==> config.mk <==
export PLATFORM = sky130hd
export DESIGN_NAME = tfa_top
export DESIGN_NICKNAME = d
export VERILOG_FILES = /design/src/design/tfa_pkg.sv /design/src/design/tfa_sync2.sv /design/src/design/tfa_top.sv
export SDC_FILE = /design/constraint.sdc
export NUM_CORES = 1
export LEC_CHECK = 0
export ABC_AREA = 1
export BUFFER_PORTS_ARGS = -buffer_cell sky130_fd_sc_hd__buf_2
export CAP_MARGIN = 20
export CORE_ASPECT_RATIO = 1.4
export CORE_MARGIN = 2
export CORE_UTILIZATION = 47
export CTS_BUF_LIST = sky130_fd_sc_hd__clkbuf_2
export DETAILED_ROUTE_END_ITERATION = 8
export MAX_ROUTING_LAYER = met4
export PLACE_DENSITY = 0.63
export SYNTH_ARGS = -nofsm -noshare
export SYNTH_HDL_FRONTEND = slang
export SYNTH_HIERARCHICAL = 1
export SYNTH_SLANG_ARGS = --single-unit
==> constraint.sdc <==
create_clock -name aclk -period 1.8 [get_ports aclk]
set_input_delay 0.36 -clock aclk [delete_from_list [all_inputs] [get_ports aclk]]
set_output_delay 0.36 -clock aclk [all_outputs]
set_load 0.01 [all_outputs]
==> src/design/tfa_pkg.sv <==
// Package: constants, register map and carrier types of the thermal and fan alert block
package tfa_pkg;
	// Clock and timing
	localparam int unsigned CLK_PERIOD_NS = 10;
	localparam int unsigned FAN_MEAS_PERIOD_MS = 1000;
	localparam int unsigned FAN_MEAS_CYC = FAN_MEAS_PERIOD_MS * 1000000 / CLK_PERIOD_NS;
	localparam int unsigned THERMAL_EVENT_IO_TICK_NS = 1000;
	localparam int unsigned THERMAL_EVENT_IO_TICK_CYC = THERMAL_EVENT_IO_TICK_NS / CLK_PERIOD_NS;
	localparam logic [2:0] STRAP_SETTLE_CYC = 3'h4;

	// Register byte offsets
	localparam int unsigned AXI_ADDR_W = 12;
	localparam logic [11:0] ADDR_CONFIG = 12'h000;
	localparam logic [11:0] ADDR_MASK = 12'h004;
	localparam logic [11:0] ADDR_LIMITS = 12'h008;
	localparam logic [11:0] ADDR_STATUS = 12'h00c;
	localparam logic [11:0] ADDR_FAN_SPEED = 12'h010;
	localparam logic [11:0] ADDR_THERMAL_EVENT_IO_TIME = 12'h014;
	localparam logic [11:0] ADDR_STRAP = 12'h018;
	localparam logic [11:0] ADDR_POINTER = 12'h01c;

	// Bus responses
	localparam logic [1:0] RESP_OKAY = 2'h0;
	localparam logic [1:0] RESP_SLVERR = 2'h2;

	// Reset values
	localparam logic [31:0] CONFIG_RST = 32'h0000_8002;
	localparam logic [3:0] MASK_RST = 4'h0;
	localparam logic [31:0] LIMITS_RST = 32'h0050_0046;

	// Event bit positions in status and mask
	localparam int unsigned NUM_EV = 4;
	localparam int unsigned EV_TEMP_HIGH = 0;
	localparam int unsigned EV_TEMP_LOW = 1;
	localparam int unsigned EV_FAN_STALL = 2;
	localparam int unsigned EV_THERMAL = 3;
	localparam int unsigned STATUS_LATCH_LSB = 8;

	// Strap register fields
	localparam int unsigned STRAP_LEVEL_LSB = 0;
	localparam int unsigned STRAP_ARP_BIT = 3;
	localparam int unsigned STRAP_UDID_LSB = 8;
	localparam int unsigned STRAP_ADDR_LSB = 16;
	localparam int unsigned STRAP_VALID_BIT = 24;

	// Bus addresses
	localparam logic [6:0] FD_BASE_ADDR = 7'h50;
	localparam logic [7:0] RSVD_ADDR_A = 8'hc2;
	localparam logic [7:0] RSVD_ADDR_B = 8'hca;

	typedef struct packed {
		logic [15:0] rsvd_hi;
		logic [7:0] fan_duty;
		logic [5:0] rsvd_lo;
		logic fan_enable;
		logic thermal_event_io_out_mode;
	} tfa_config_type;

	typedef struct packed {
		logic [7:0] rsvd;
		logic [7:0] thermal_event_io_limit;
		logic [7:0] temp_low;
		logic [7:0] temp_high;
	} tfa_limits_type;

	typedef enum logic [1:0] {
		STRAP_WAIT = 2'b00,
		STRAP_CAPTURE = 2'b01,
		STRAP_HELD = 2'b10
	} tfa_strap_state_type;
endpackage

==> src/design/tfa_sync2.sv <==
// Two flip-flop synchroniser for inputs from outside the clock domain
`timescale 1ns/1ps
`default_nettype none
module tfa_sync2 #(
	parameter int unsigned WIDTH = 1
) (
	input wire logic aclk,
	input wire logic aresetn,
	input wire logic [WIDTH-1:0] async_in,
	output logic [WIDTH-1:0] sync_out
);
	logic [WIDTH-1:0] meta_r;

	always_ff @(posedge aclk) begin
		if (!aresetn) begin
			meta_r <= '0;
			sync_out <= '0;
		end else begin
			meta_r <= async_in;
			sync_out <= meta_r;
		end
	end
endmodule
`default_nettype wire

==> src/design/tfa_top.sv <==
// Thermal alert, fan drive and bus flavour logic with an AXI4-Lite register slave
//
// What this block does
// - Open-drain fan drive, pulls low only
// - Fan_speed_pulse_in pulses measure fan speed
// - Comparator alert low on unmasked out-of-limit
// - Comparator alert releases by itself when back
// - Fan stall output pulls low on stall
// - Bus alert asserts on out-of-limit event
// - Bus alert holds until software clears it
// - Thermal pin is output or hot input
// - Timer measures thermal pin assertion time
// - Thermal output low above thermal limit
// - Strap decoded as eight levels
// - ARP flavour takes UDID position from strap
// - Exactly two flavours: ARP and fixed
// - ARP flavour accepts dynamic address assignment
// - ARP flavour obeys Prepare to ARP
// - Fixed flavour ignores ARP, legacy compatible
// - Fixed flavour address from strap at power-up
// - Strap sampled once at power-up only
// - Low four levels fixed 0x50 to 0x53
// - Upper four levels give position 100-111
// - First written byte loads register pointer
//
// The register offsets and register access over AXI4-Lite are this design's own decisions.
`timescale 1ns/1ps
`default_nettype none
module tfa_top #(
	parameter int unsigned FAN_MEAS_CYCLES = tfa_pkg::FAN_MEAS_CYC
) (
	input wire logic aclk,
	input wire logic aresetn,
	input wire logic [tfa_pkg::AXI_ADDR_W-1:0] s_axi_awaddr,
	input wire logic s_axi_awvalid,
	output logic s_axi_awready,
	input wire logic [31:0] s_axi_wdata,
	input wire logic [3:0] s_axi_wstrb,
	input wire logic s_axi_wvalid,
	output logic s_axi_wready,
	output logic [1:0] s_axi_bresp,
	output logic s_axi_bvalid,
	input wire logic s_axi_bready,
	input wire logic [tfa_pkg::AXI_ADDR_W-1:0] s_axi_araddr,
	input wire logic s_axi_arvalid,
	output logic s_axi_arready,
	output logic [31:0] s_axi_rdata,
	output logic [1:0] s_axi_rresp,
	output logic s_axi_rvalid,
	input wire logic s_axi_rready,
	input wire logic [7:0] temp_value_in,
	input wire logic fan_speed_pulse_in,
	input wire logic thermal_event_io_in,
	output logic thermal_event_io_out,
	output logic thermal_event_io_oe_n,
	output logic fan_drive_out,
	output logic fan_drive_oe_n,
	output logic alert_comp_out,
	output logic alert_comp_oe_n,
	output logic fan_stall_out,
	output logic fan_stall_oe_n,
	output logic bus_alert_out,
	output logic bus_alert_oe_n,
	input wire logic [2:0] strap_select_in,
	input wire logic smb_ptr_wr,
	input wire logic [7:0] smb_ptr_byte,
	input wire logic arp_prepare,
	input wire logic arp_assign,
	input wire logic [6:0] arp_assign_addr,
	output logic [6:0] slave_addr,
	output logic slave_addr_valid,
	output logic arp_mode,
	output logic [2:0] udid_position_bits,
	output logic [7:0] reg_pointer
);
	import tfa_pkg::*;

	localparam logic [31:0] MEAS_LAST = 32'(FAN_MEAS_CYCLES - 1);
	localparam logic [7:0] TICK_LAST = 8'(THERMAL_EVENT_IO_TICK_CYC - 1);

	////////////////////////////////////////////////////////////////////////////
	// Input synchronisers
	logic [4:0] sync_bus;
	logic fan_speed_pulse_in_s;
	logic hot_in_s;
	logic [2:0] strap_s;

	// Thermal pin enters inverted so a synchroniser in reset reads it as idle
	tfa_sync2 #(.WIDTH(5)) u_sync (
		.aclk(aclk),
		.aresetn(aresetn),
		.async_in({strap_select_in, ~thermal_event_io_in, fan_speed_pulse_in}),
		.sync_out(sync_bus)
	);
	assign fan_speed_pulse_in_s = sync_bus[0];
	assign hot_in_s = sync_bus[1];
	assign strap_s = sync_bus[4:2];

	////////////////////////////////////////////////////////////////////////////
	// Registers and state
	tfa_config_type cfg_r;
	tfa_limits_type lim_r;
	logic [NUM_EV-1:0] mask_r;
	logic [NUM_EV-1:0] latched_r;
	logic [NUM_EV-1:0] latched_nxt;
	logic [31:0] fan_speed_pulse_in_cnt_r;
	logic [31:0] fan_speed_r;
	logic fan_speed_pulse_in_d_r;
	logic stall_r;
	logic [7:0] pwm_cnt_r;
	logic [7:0] tick_cnt_r;
	logic [31:0] thermal_event_io_time_r;
	tfa_strap_state_type strap_state_r;
	logic [2:0] settle_r;
	logic [2:0] strap_level_r;
	logic [11:0] awaddr_r;
	logic [31:0] wdata_r;
	logic [3:0] wstrb_r;
	logic aw_got_r;
	logic w_got_r;

	////////////////////////////////////////////////////////////////////////////
	// Event detection and decoding
	logic [NUM_EV-1:0] live_ev;
	logic [NUM_EV-1:0] unmasked_ev;
	logic any_unmasked;
	logic fan_speed_pulse_in_rise;
	logic thermal_event_io_hot;
	logic thermal_event_io_asserted;
	logic tick;

	assign thermal_event_io_hot = temp_value_in > lim_r.thermal_event_io_limit;
	// thermal pin direction selects its source
	assign thermal_event_io_asserted = cfg_r.thermal_event_io_out_mode ? ~thermal_event_io_oe_n : hot_in_s;
	assign live_ev[EV_TEMP_HIGH] = temp_value_in > lim_r.temp_high;
	assign live_ev[EV_TEMP_LOW] = temp_value_in < lim_r.temp_low;
	assign live_ev[EV_FAN_STALL] = stall_r;
	assign live_ev[EV_THERMAL] = thermal_event_io_asserted;
	assign unmasked_ev = live_ev & ~mask_r;
	assign any_unmasked = |unmasked_ev;
	assign fan_speed_pulse_in_rise = fan_speed_pulse_in_s & ~fan_speed_pulse_in_d_r;
	assign tick = tick_cnt_r == TICK_LAST;

	////////////////////////////////////////////////////////////////////////////
	// AXI4-Lite decode
	logic do_write;
	logic do_read;
	logic [31:0] wmask;
	logic [31:0] wmerge_cfg;
	logic [31:0] wmerge_lim;
	logic wr_cfg;
	logic wr_mask;
	logic wr_lim;
	logic wr_status;
	logic wr_thermal_event_io;
	logic wr_hit;
	logic [NUM_EV-1:0] clr_bits;
	logic [31:0] rd_data;
	logic rd_hit;
	logic [31:0] strap_word;

	assign do_write = aw_got_r & w_got_r & ~s_axi_bvalid;
	assign do_read = s_axi_arvalid & s_axi_arready;
	assign wmask = {{8{wstrb_r[3]}}, {8{wstrb_r[2]}}, {8{wstrb_r[1]}}, {8{wstrb_r[0]}}};
	assign wmerge_cfg = (cfg_r & ~wmask) | (wdata_r & wmask);
	assign wmerge_lim = (lim_r & ~wmask) | (wdata_r & wmask);
	assign wr_cfg = do_write & (awaddr_r == ADDR_CONFIG);
	assign wr_mask = do_write & (awaddr_r == ADDR_MASK) & wstrb_r[0];
	assign wr_lim = do_write & (awaddr_r == ADDR_LIMITS);
	assign wr_status = do_write & (awaddr_r == ADDR_STATUS) & wstrb_r[1];
	assign wr_thermal_event_io = do_write & (awaddr_r == ADDR_THERMAL_EVENT_IO_TIME);
	assign wr_hit = (awaddr_r == ADDR_CONFIG) | (awaddr_r == ADDR_MASK) |
		(awaddr_r == ADDR_LIMITS) | (awaddr_r == ADDR_STATUS) | (awaddr_r == ADDR_THERMAL_EVENT_IO_TIME);
	assign clr_bits = wr_status ? wdata_r[STATUS_LATCH_LSB +: NUM_EV] : '0;
	// latch unmasked events, set wins over clear
	// only a software clear releases a bit
	assign latched_nxt = (latched_r & ~clr_bits) | unmasked_ev;

	always_comb begin
		strap_word = '0;
		strap_word[STRAP_LEVEL_LSB +: 3] = strap_level_r;
		strap_word[STRAP_ARP_BIT] = arp_mode;
		strap_word[STRAP_UDID_LSB +: 3] = udid_position_bits;
		strap_word[STRAP_ADDR_LSB +: 7] = slave_addr;
		strap_word[STRAP_VALID_BIT] = slave_addr_valid;
	end

	always_comb begin
		rd_data = '0;
		rd_hit = 1'b1;
		case (s_axi_araddr)
			ADDR_CONFIG: rd_data = cfg_r;
			ADDR_MASK: rd_data = {28'h0, mask_r};
			ADDR_LIMITS: rd_data = lim_r;
			ADDR_STATUS: rd_data = {20'h0, latched_r, 4'h0, live_ev};
			ADDR_FAN_SPEED: rd_data = fan_speed_r;
			ADDR_THERMAL_EVENT_IO_TIME: rd_data = thermal_event_io_time_r;
			ADDR_STRAP: rd_data = strap_word;
			ADDR_POINTER: rd_data = {24'h0, reg_pointer};
			default: rd_hit = 1'b0;
		endcase
	end

	always_ff @(posedge aclk) begin
		if (!aresetn) begin
			aw_got_r <= 1'b0;
			w_got_r <= 1'b0;
			awaddr_r <= '0;
			wdata_r <= '0;
			wstrb_r <= '0;
			s_axi_bvalid <= 1'b0;
			s_axi_bresp <= RESP_OKAY;
		end else begin
			if (s_axi_awvalid & s_axi_awready) begin
				aw_got_r <= 1'b1;
				awaddr_r <= s_axi_awaddr;
			end
			if (s_axi_wvalid & s_axi_wready) begin
				w_got_r <= 1'b1;
				wdata_r <= s_axi_wdata;
				wstrb_r <= s_axi_wstrb;
			end
			if (do_write) begin
				aw_got_r <= 1'b0;
				w_got_r <= 1'b0;
				s_axi_bvalid <= 1'b1;
				s_axi_bresp <= wr_hit ? RESP_OKAY : RESP_SLVERR;
			end else if (s_axi_bready) begin
				s_axi_bvalid <= 1'b0;
			end
		end
	end
	assign s_axi_awready = ~aw_got_r & ~s_axi_bvalid & aresetn;
	assign s_axi_wready = ~w_got_r & ~s_axi_bvalid & aresetn;
	assign s_axi_arready = ~s_axi_rvalid & aresetn;

	always_ff @(posedge aclk) begin
		if (!aresetn) begin
			s_axi_rvalid <= 1'b0;
			s_axi_rdata <= '0;
			s_axi_rresp <= RESP_OKAY;
		end else if (do_read) begin
			s_axi_rvalid <= 1'b1;
			s_axi_rdata <= rd_data;
			s_axi_rresp <= rd_hit ? RESP_OKAY : RESP_SLVERR;
		end else if (s_axi_rready) begin
			s_axi_rvalid <= 1'b0;
		end
	end

	////////////////////////////////////////////////////////////////////////////
	// Software registers and alert latch
	always_ff @(posedge aclk) begin
		if (!aresetn) begin
			cfg_r <= CONFIG_RST;
			lim_r <= LIMITS_RST;
			mask_r <= MASK_RST;
			latched_r <= '0;
		end else begin
			if (wr_cfg) begin
				cfg_r <= wmerge_cfg;
			end
			if (wr_lim) begin
				lim_r <= wmerge_lim;
			end
			if (wr_mask) begin
				mask_r <= wdata_r[NUM_EV-1:0];
			end
			latched_r <= latched_nxt;
		end
	end

	////////////////////////////////////////////////////////////////////////////
	// Fan drive and tachometer
	always_ff @(posedge aclk) begin
		if (!aresetn) begin
			pwm_cnt_r <= '0;
			fan_speed_pulse_in_d_r <= 1'b0;
			fan_speed_pulse_in_cnt_r <= '0;
			fan_speed_r <= '0;
			stall_r <= 1'b0;
		end else begin
			pwm_cnt_r <= pwm_cnt_r + 8'h01;
			fan_speed_pulse_in_d_r <= fan_speed_pulse_in_s;
			if (!cfg_r.fan_enable || fan_speed_pulse_in_rise) begin
				fan_speed_pulse_in_cnt_r <= '0;
			end else if (fan_speed_pulse_in_cnt_r != MEAS_LAST) begin
				fan_speed_pulse_in_cnt_r <= fan_speed_pulse_in_cnt_r + 32'h1;
			end
			if (fan_speed_pulse_in_rise) begin
				fan_speed_r <= fan_speed_pulse_in_cnt_r;
			end
			// stall after a full period without edges
			stall_r <= cfg_r.fan_enable & ~fan_speed_pulse_in_rise & (fan_speed_pulse_in_cnt_r == MEAS_LAST);
		end
	end

	////////////////////////////////////////////////////////////////////////////
	// Thermal pin timer
	always_ff @(posedge aclk) begin
		if (!aresetn) begin
			tick_cnt_r <= '0;
			thermal_event_io_time_r <= '0;
		end else begin
			tick_cnt_r <= tick ? 8'h00 : tick_cnt_r + 8'h01;
			if (wr_thermal_event_io) begin
				thermal_event_io_time_r <= '0;
			end else if (tick && thermal_event_io_asserted && thermal_event_io_time_r != 32'hffff_ffff) begin
				thermal_event_io_time_r <= thermal_event_io_time_r + 32'h1;
			end
		end
	end

	////////////////////////////////////////////////////////////////////////////
	// Open-drain pins
	logic od_low_r;

	always_ff @(posedge aclk) begin
		if (!aresetn) begin
			od_low_r <= 1'b0;
			fan_drive_oe_n <= 1'b1;
			alert_comp_oe_n <= 1'b1;
			fan_stall_oe_n <= 1'b1;
			bus_alert_oe_n <= 1'b1;
			thermal_event_io_oe_n <= 1'b1;
		end else begin
			od_low_r <= 1'b0;
			// pull low for the off part of the cycle
			fan_drive_oe_n <= cfg_r.fan_enable & (pwm_cnt_r < cfg_r.fan_duty);
			// low while any unmasked event is live
			// released as soon as none remains
			alert_comp_oe_n <= ~any_unmasked;
			// stall pulls the fault pin low
			fan_stall_oe_n <= ~stall_r;
			// bus alert follows the sticky latch
			bus_alert_oe_n <= ~(|latched_nxt);
			// drive thermal pin low when too hot
			thermal_event_io_oe_n <= ~(cfg_r.thermal_event_io_out_mode & thermal_event_io_hot);
		end
	end
	assign fan_drive_out = od_low_r;
	assign alert_comp_out = od_low_r;
	assign fan_stall_out = od_low_r;
	assign bus_alert_out = od_low_r;
	assign thermal_event_io_out = od_low_r;

	////////////////////////////////////////////////////////////////////////////
	// Strap capture, bus flavour and addressing
	logic strap_take;
	logic assign_ok;

	assign strap_take = strap_state_r == STRAP_CAPTURE;
	// never accept the two reserved addresses
	assign assign_ok = ({arp_assign_addr, 1'b0} != RSVD_ADDR_A) &
		({arp_assign_addr, 1'b0} != RSVD_ADDR_B);

	always_ff @(posedge aclk) begin
		if (!aresetn) begin
			strap_state_r <= STRAP_WAIT;
			settle_r <= '0;
			strap_level_r <= '0;
			arp_mode <= 1'b0;
			udid_position_bits <= '0;
			slave_addr <= '0;
			slave_addr_valid <= 1'b0;
			reg_pointer <= '0;
		end else begin
			// sample once after reset, then hold
			case (strap_state_r)
				STRAP_WAIT: begin
					settle_r <= settle_r + 3'h1;
					if (settle_r == STRAP_SETTLE_CYC) begin
						strap_state_r <= STRAP_CAPTURE;
					end
				end
				STRAP_CAPTURE: strap_state_r <= STRAP_HELD;
				STRAP_HELD: strap_state_r <= STRAP_HELD;
				default: strap_state_r <= STRAP_WAIT;
			endcase
			if (strap_take) begin
				strap_level_r <= strap_s;
				// top bit picks one of two flavours
				arp_mode <= strap_s[2];
				// position bits only in ARP flavour
				udid_position_bits <= strap_s[2] ? strap_s : 3'h0;
				slave_addr <= strap_s[2] ? 7'h00 : FD_BASE_ADDR + {5'h00, strap_s[1:0]};
				slave_addr_valid <= ~strap_s[2];
			end else if (strap_state_r == STRAP_HELD && arp_mode) begin
				if (arp_prepare) begin
					slave_addr_valid <= 1'b0;
				end else if (arp_assign && assign_ok) begin
					slave_addr <= arp_assign_addr;
					slave_addr_valid <= 1'b1;
				end
			end
			// first write byte loads the pointer
			if (smb_ptr_wr) begin
				reg_pointer <= smb_ptr_byte;
			end
		end
	end
endmodule
`default_nettype wire

==> flow_summary.toml, run 1 <==
[status]
status = "finished with violations"
violations = "setup timing"

[clocking]
clock_sinks = 313
clk_path_buf_depth = 3
clk_latency_ns = 0.92
path_clk_slew_ns = 0.10
htreeDepth = 3
tritoncts = "done"
numCtsBuffers = 80
clockRootBuffer = "clkbuf_2"

[power_and_ir_drop]
ir_drop_mv = 0.4803
power_frac_clock = 0.338
p_seq_frac = 0.527
leakagePower_nw = 8.459
power_density_nw_per_um2 = 708.6
pwr-share-comb = 0.135
intPower_w = 0.009869
switching_share = 0.2964
switchingPower_w = 0.004157

[logic_synthesis]
yosys.area_share.adder = 0.03412
ys_seq_area_frac = 0.4272
synth.most_common_cell = "nand2_1"
yosys.area.top_type = "dfxtp_1"
syn_inst = 2083
synth_edf_count = 0
synth_top_family_by_area = "simple AND/OR/NAND/NOR gates"
ys_async_sr_fraction = 0
netlist_area_um2 = 14670
ys_ff_latch = 313
synth-compound-area-share = 0.1659
syn_avg_cell_area_um2 = 7.042
synthTopCellsByCount = "nand2_1, dfxtp_1, a21oi_1"
synth_cell_types = 48
ys.warnings.count = 6
yosys.area_share.simple = 0.2719
synth_xor_area_frac = 0.01433
netlist.area_leader.share = 0.4272
synthFlopType = "dfxtp_1"
synth.area.mux_share = 0
synth_area_leaders = "dfxtp_1, nand2_1, a21oi_1"

[sta]
fin_skew_ns = 0.04845
whs_ns = 0.08417
finalCritPeriodShare = 1.152
rsz0062_at_grt = "yes"
tightest_slew_ns = 0.5955
fmax_mhz = 482.3
post-route-min-period_ns = 2.073
report.final.setup_viol = 5
slew_viol_final = 0
max_slew_margin = 0.6030
hold_viol = 0
worst_slack_ns = -0.2734

[worst_setup_path]
r2r-end = "awaddr_r[0]"
endpoint_kind = "output pin"
required_ns = 1.44
crit_fanout = 2
rrSetupSlack_ns = -0.02
path_class = "reg -> out"
critical_path.cell_chain = "nor3_4 > buf_6 > buf_6"
cpLargestDelayFamily = "flip-flops"
cp_num_buf_inv = 2
cp-endpoint = "s_axi_wready"
cp_slowest_cell = "dfxtp_4"
worstSetupStartpointType = "flop"
ff2ff_path_depth = 6
cp.arrival_ns = 1.71
crit_path_start = "w_got_r"
critical_path_depth = 3
r2r-start = "s_axi_bvalid"
crit_top_cell = "buf_6"
cp_slowest_stage_delay_ns = 0.37

[die]
io_pins = 169
rows = 76
die_h_um = 213.0
core_um2 = 30710
start_util = 0.4776
fp.dieW_um = 153.3
die_area_um2 = 32660

[finish]
fin_util = 0.6445
num-nets-final = 2688
regArea_um2 = 6415
final.fill_count = 2739
multiInputGateArea_um2 = 7402
final_layout_size_suffix_gt1_frac = 0.2460
area_delta_synth_final_pct = 34.95

[drt]
routed-via-count = 15866
drt_wl_total_um = 51670
firstDrtPassIters = 5
drc = 0
antenna_left = 0
drt_iter0_drc = 973
wl_per_cell_um = 17.25
avgViaCountPerCell = 5.297

[global_route]
grt_pass1_wl_um = 79480
grt_pass1_vias = 15433
grtUsageTotal = 0.3166
grt_start_max_net_pins = 63
grt_remaining_overflow = 0
antenna_found_initial = 3

[flow_run]
drv_cap = 0

[placed_design]
dp_hpwl_um = 36410
place.gp.congestion = 0.9660
port_buffers = 161

[worst_hold_path]
hold_path_class = "in -> reg"
## cells by family (layout without fill, tap and decap cells)
kind of cell / after synthesis / count (layout)
compound gates: 464 / 464
xor+xnor: 24 / 24
fa+ha+maj: 40 / 40
buf+inv: 307 / 820
flops: 313 / 313
other cells: 1 / 10
simple gates: 934 / 934
## repair_timing
item,in CTS,in global routing
pin swaps,2,21
hold endpoints to repair,126,0
hold buffers,124,0
cloned,1,0
endpoints found under the setup margin,93,126
gates resized for setup,137,101
setup buffers,22,10
## cell type report
| cell class | count | area share |
|---|---|---|
| multi-input combinational | 1469 | 0.3740 |
| sequential | 313 | 0.3241 |
| timing repair buffer | 469 | 0.2015 |
| inverter | 217 | 0.04134 |
| clock buffer | 114 | 0.02882 |
| tap | 390 | 0.02465 |
| clock inverter | 20 | 0.005247 |
| antenna | 3 | 0.0003793 |
## stage by stage
step	power [W]	instance area (um^2)	instances	worst slack, ns	TNS (ns)
4_1_cts	0.01402	19430	2984	-0.3368	-1.589
3_3_place_gp	0.008903	16870	2703	-0.2187	-1.232
3_5_place_dp	0.008940	16870	2703	-0.2783	-2.929
6_report	0.01403	19790	2995	-0.2734	-0.7591
2_1_floorplan	0.008326	14690	2089	0.1292	0
5_1_grt	0.01472	19790	2994	-0.3339	-1.952
## power by group through the flow
stage | combinational [W] | clock (W) | sequential (W)
after CTS | 0.00179 | 0.00485 | 0.00738
after detailed placement | 0.00140 | 0 | 0.00754
after global placement | 0.00136 | 0 | 0.00754
final | 0.00190 | 0.00474 | 0.00739
after floorplan | 0.000839 | 0 | 0.00749
after global routing | 0.00209 | 0.00522 | 0.00741
## worst min-delay path, stage by stage
cell	delay [ns]
buf_2	0.15
ha_1	0.15
nand2_1	0.05
inv_1	0.05
nand4_1	0.09
nand4_1	0.10
## placed cells by master (no fill, tap or decap), types with 106 or more instances in the layout
cell type,synthesis,final
buf_2,15,106
nor2_1,223,209
nand3_1,130,127
nand2_1,475,470
dfxtp_1,313,232
inv_1,209,208
dlygate4sd3_1,0,118
clkbuf_2,0,114
a21oi_1,236,234
o21ai_0,178,168
buf_4,14,163
## worst min path at each step
stage	from	end	slack (ns)	cells after the start
2_1_floorplan	stall_r	fan_stall_oe_n	0.37	1
3_3_place_gp	u_sync/meta_r[4]	u_sync/sync_out[4]	0.40	2
3_5_place_dp	u_sync/meta_r[2]	u_sync/sync_out[2]	0.40	2
4_1_cts	aresetn	flop	0.0009	4
5_1_grt	aresetn	wdata_r[12]	0.02	4
6_report	temp_value_in[2]	thermal_event_io_oe_n	0.08	6
## routing by layer
layer  vias to the layer above  wire [um]  track usage
li1                       7771          -            -
met1                      7317      19770       0.3516
met2                       586      25830       0.5409
met3                       192       2987      0.04932
met4                         0       3079       0.1842
met5                         -          0            -
Note: power is estimated with default switching activity, not from simulation.
==> inputs of run 2 (changes only) <==
--- a/config.mk
+++ b/config.mk
@@ -10,11 +10,11 @@
 export CAP_MARGIN = 20
 export CORE_ASPECT_RATIO = 1.4
 export CORE_MARGIN = 2
-export CORE_UTILIZATION = 47
+export CORE_UTILIZATION = 45
 export CTS_BUF_LIST = sky130_fd_sc_hd__clkbuf_2
 export DETAILED_ROUTE_END_ITERATION = 8
 export MAX_ROUTING_LAYER = met4
-export PLACE_DENSITY = 0.63
+export PLACE_DENSITY = 0.61
 export SYNTH_ARGS = -nofsm -noshare
 export SYNTH_HDL_FRONTEND = slang
 export SYNTH_HIERARCHICAL = 1
==> constraint.sdc (replaced) <==
create_clock -name aclk -period 2.31 [get_ports aclk]
set_input_delay 0.462 -clock aclk [delete_from_list [all_inputs] [get_ports aclk]]
set_output_delay 0.462 -clock aclk [all_outputs]
set_load 0.01 [all_outputs]
==> run 2 against run 1 <==
  * The run now ends clean
  * Combinational power decreased by 31%
  * Final cell count is 2.5% lower
  * Non-clock buffer count decreased by 122
  * Clock-buffer cell count up 8
  * First-iteration DRC count is 4.3% lower
  * Core utilization decreased by 8.2 points
  * Die area grew 4.3%
  * Via count shrank 4.7%
  * Clock skew increased by 0.011 ns
  * Critical endpoint unchanged
  * Largest power group unchanged
==> flow_summary.toml, run 2 (synthesis results as in run 1) <==
[worst_setup_path]
worstSetupStartpointType = "flop"
cp_num_buf_inv = 1
endpoint_kind = "output pin"
critical_path.cell_chain = "nor3_4 > buf_2"
path_class = "reg -> out"
required_ns = 1.85
r2r-end = "awaddr_r[7]"
cp_slowest_cell = "dfxtp_2"
crit_fanout = 4
cp.arrival_ns = 1.73
ff2ff_path_depth = 6
rrSetupSlack_ns = 0.13
r2r-start = "s_axi_bvalid"
cpLargestDelayFamily = "flip-flops"
cp_slowest_stage_delay_ns = 0.37

[power_and_ir_drop]
leakagePower_nw = 7.663
power_density_nw_per_um2 = 599.5
ir_drop_mv = 0.3251
power_w = 0.01090

[worst_hold_path]
hold_depth = 6
holdPathEnd = "s_axi_rdata[16]"
min-delay-start = "s_axi_arvalid"
hold_path_class = "in -> reg"

[clocking]
clockRootBuffer = "clkbuf_2"
clock_sinks = 313
tritoncts = "done"
clk_path_buf_depth = 3
htreeDepth = 3
clk_latency_ns = 0.97
numCtsBuffers = 81
path_clk_slew_ns = 0.10

[sta]
post-route-min-period_ns = 2.191
tightest_slew_ns = 0.6903
max_slew_margin = 0.5398
fmax_mhz = 456.4
whs_ns = 0.08516
finalCritPeriodShare = 0.9485
worst_slack_ns = 0.1189
fin_skew_ns = 0.05920
report.final.setup_viol = 0
slew_viol_final = 0
hold_viol = 0

[global_route]
antenna_found_initial = 3
grt_pass1_wl_um = 75000
grtUsageTotal = 0.2930
grt_pass1_vias = 14554
grt_start_max_net_pins = 80
grt_remaining_overflow = 0

[status]
status = "finished, final reports clean"

[die]
fp.dieW_um = 156.6
core_um2 = 32300
die_h_um = 217.6
io_pins = 169
rows = 78
die_area_um2 = 34080
start_util = 0.4541

[finish]
final_common_cell = "nand2_1"
fin_util = 0.5626
final_cell_mix = "nand2_1, dfxtp_1, a21oi_1, nor2_1, inv_1"
fin_area_um2 = 18170
final_layout_size_suffix_gt1_frac = 0.1595
area_delta_synth_final_pct = 23.91
num-nets-final = 2567

[drt]
avgViaCountPerCell = 5.180
drt_iter0_drc = 931
wl_per_cell_um = 16.75
drc = 0
routed-via-count = 15127
drt_wl_total_um = 48920
antenna_left = 0
firstDrtPassIters = 6

[placed_design]
place.gp.congestion = 0.9351
place_ws_ns = 0.1606
dp_hpwl_um = 35260
placed_area_um2 = 15980
port_buffers = 161

[flow_run]
drv_cap = 0
## run 2: cell count changes in the layout (fill, tap and decap cells not counted), moves of 13 or more
cell           previous run  this run
buf_4                   163        40
dfxtp_1                 232       311
buf_6                    62         0
dfxtp_2                  62         2
buf_2                   106       160
dlygate4sd3_1           118       142
dfxtp_4                  19         0
nor2_1                  209       222
## run 2: worst max path at each step
stage / startpoint / end / slack, ns / cells past startpoint
floorplan: aresetn / s_axi_rdata[23] / 0.62 / 8
global placement: s_axi_araddr[1] / s_axi_rdata[0] / 0.16 / 8
detailed placement: s_axi_araddr[1] / s_axi_rdata[22] / 0.16 / 13
CTS: s_axi_bvalid / s_axi_wready / 0.005 / 2
global route: strap_state_r[0] / slave_addr[6] / -0.04 / 10
finish: s_axi_bvalid / s_axi_wready / 0.12 / 2
## run 2: power by group
part / internal [W] / switching, W
logic: 0.000559 / 0.000765
registers: 0.00559 / 0.000149
clock network: 0.00159 / 0.00224
total: 0.00774 / 0.00315
## run 2: per-stage QoR
stage	cells	TNS (ns)
after floorplan	2089	0
after global placement	2642	0
after detailed placement	2642	0
after CTS	2917	0
after global routing	2920	-0.03588
final	2920	0
## run 2: cell type report
| type | instances | area (um^2) |
|---|---|---|
| Inverter | 217 | 817.0 |
| Clock inverter | 9 | 90.09 |
| Antenna cell | 3 | 7.507 |
| Multi-Input combinational cell | 1469 | 7208 |
| Clock buffer | 122 | 610.6 |
| Tap cell | 440 | 550.5 |
| Fill cell | 3201 | 14130 |
| Timing Repair Buffer | 347 | 2623 |
| Sequential cell | 313 | 6269 |
## run 2: what timing repair did
action / CTS / global route
resized for setup: 3 / 10
hold endpoints to repair: 94 / 0
pin swaps: 2 / 1
buffers inserted: 2 / 0
hold buffers: 142 / 0
endpoints found under the setup margin: 2 / 10
cloned: 0 / 0
## run 2: per-layer routing
| layer | routed length (um) | part of all wire | up-vias | global-route usage |
|---|---|---|---|---|
| met5 | 0 | 0 | - | - |
| met4 | 2758 | 0.056 | 0 | 0.1771 |
| met3 | 2504 | 0.051 | 150 | 0.04273 |
| met2 | 24320 | 0.50 | 471 | 0.4963 |
| met1 | 19340 | 0.40 | 6988 | 0.3247 |
| li1 | - | - | 7518 | - |
## run 2: worst register-to-register path: stages (launching register included)
cell and delay [ns]:
dfxtp_2 0.37, nor3_4 0.21, buf_4 0.18, nand3_1 0.07, dlygate4sd3_1 0.59, a21oi_1 0.14, dlygate4sd3_1 0.56
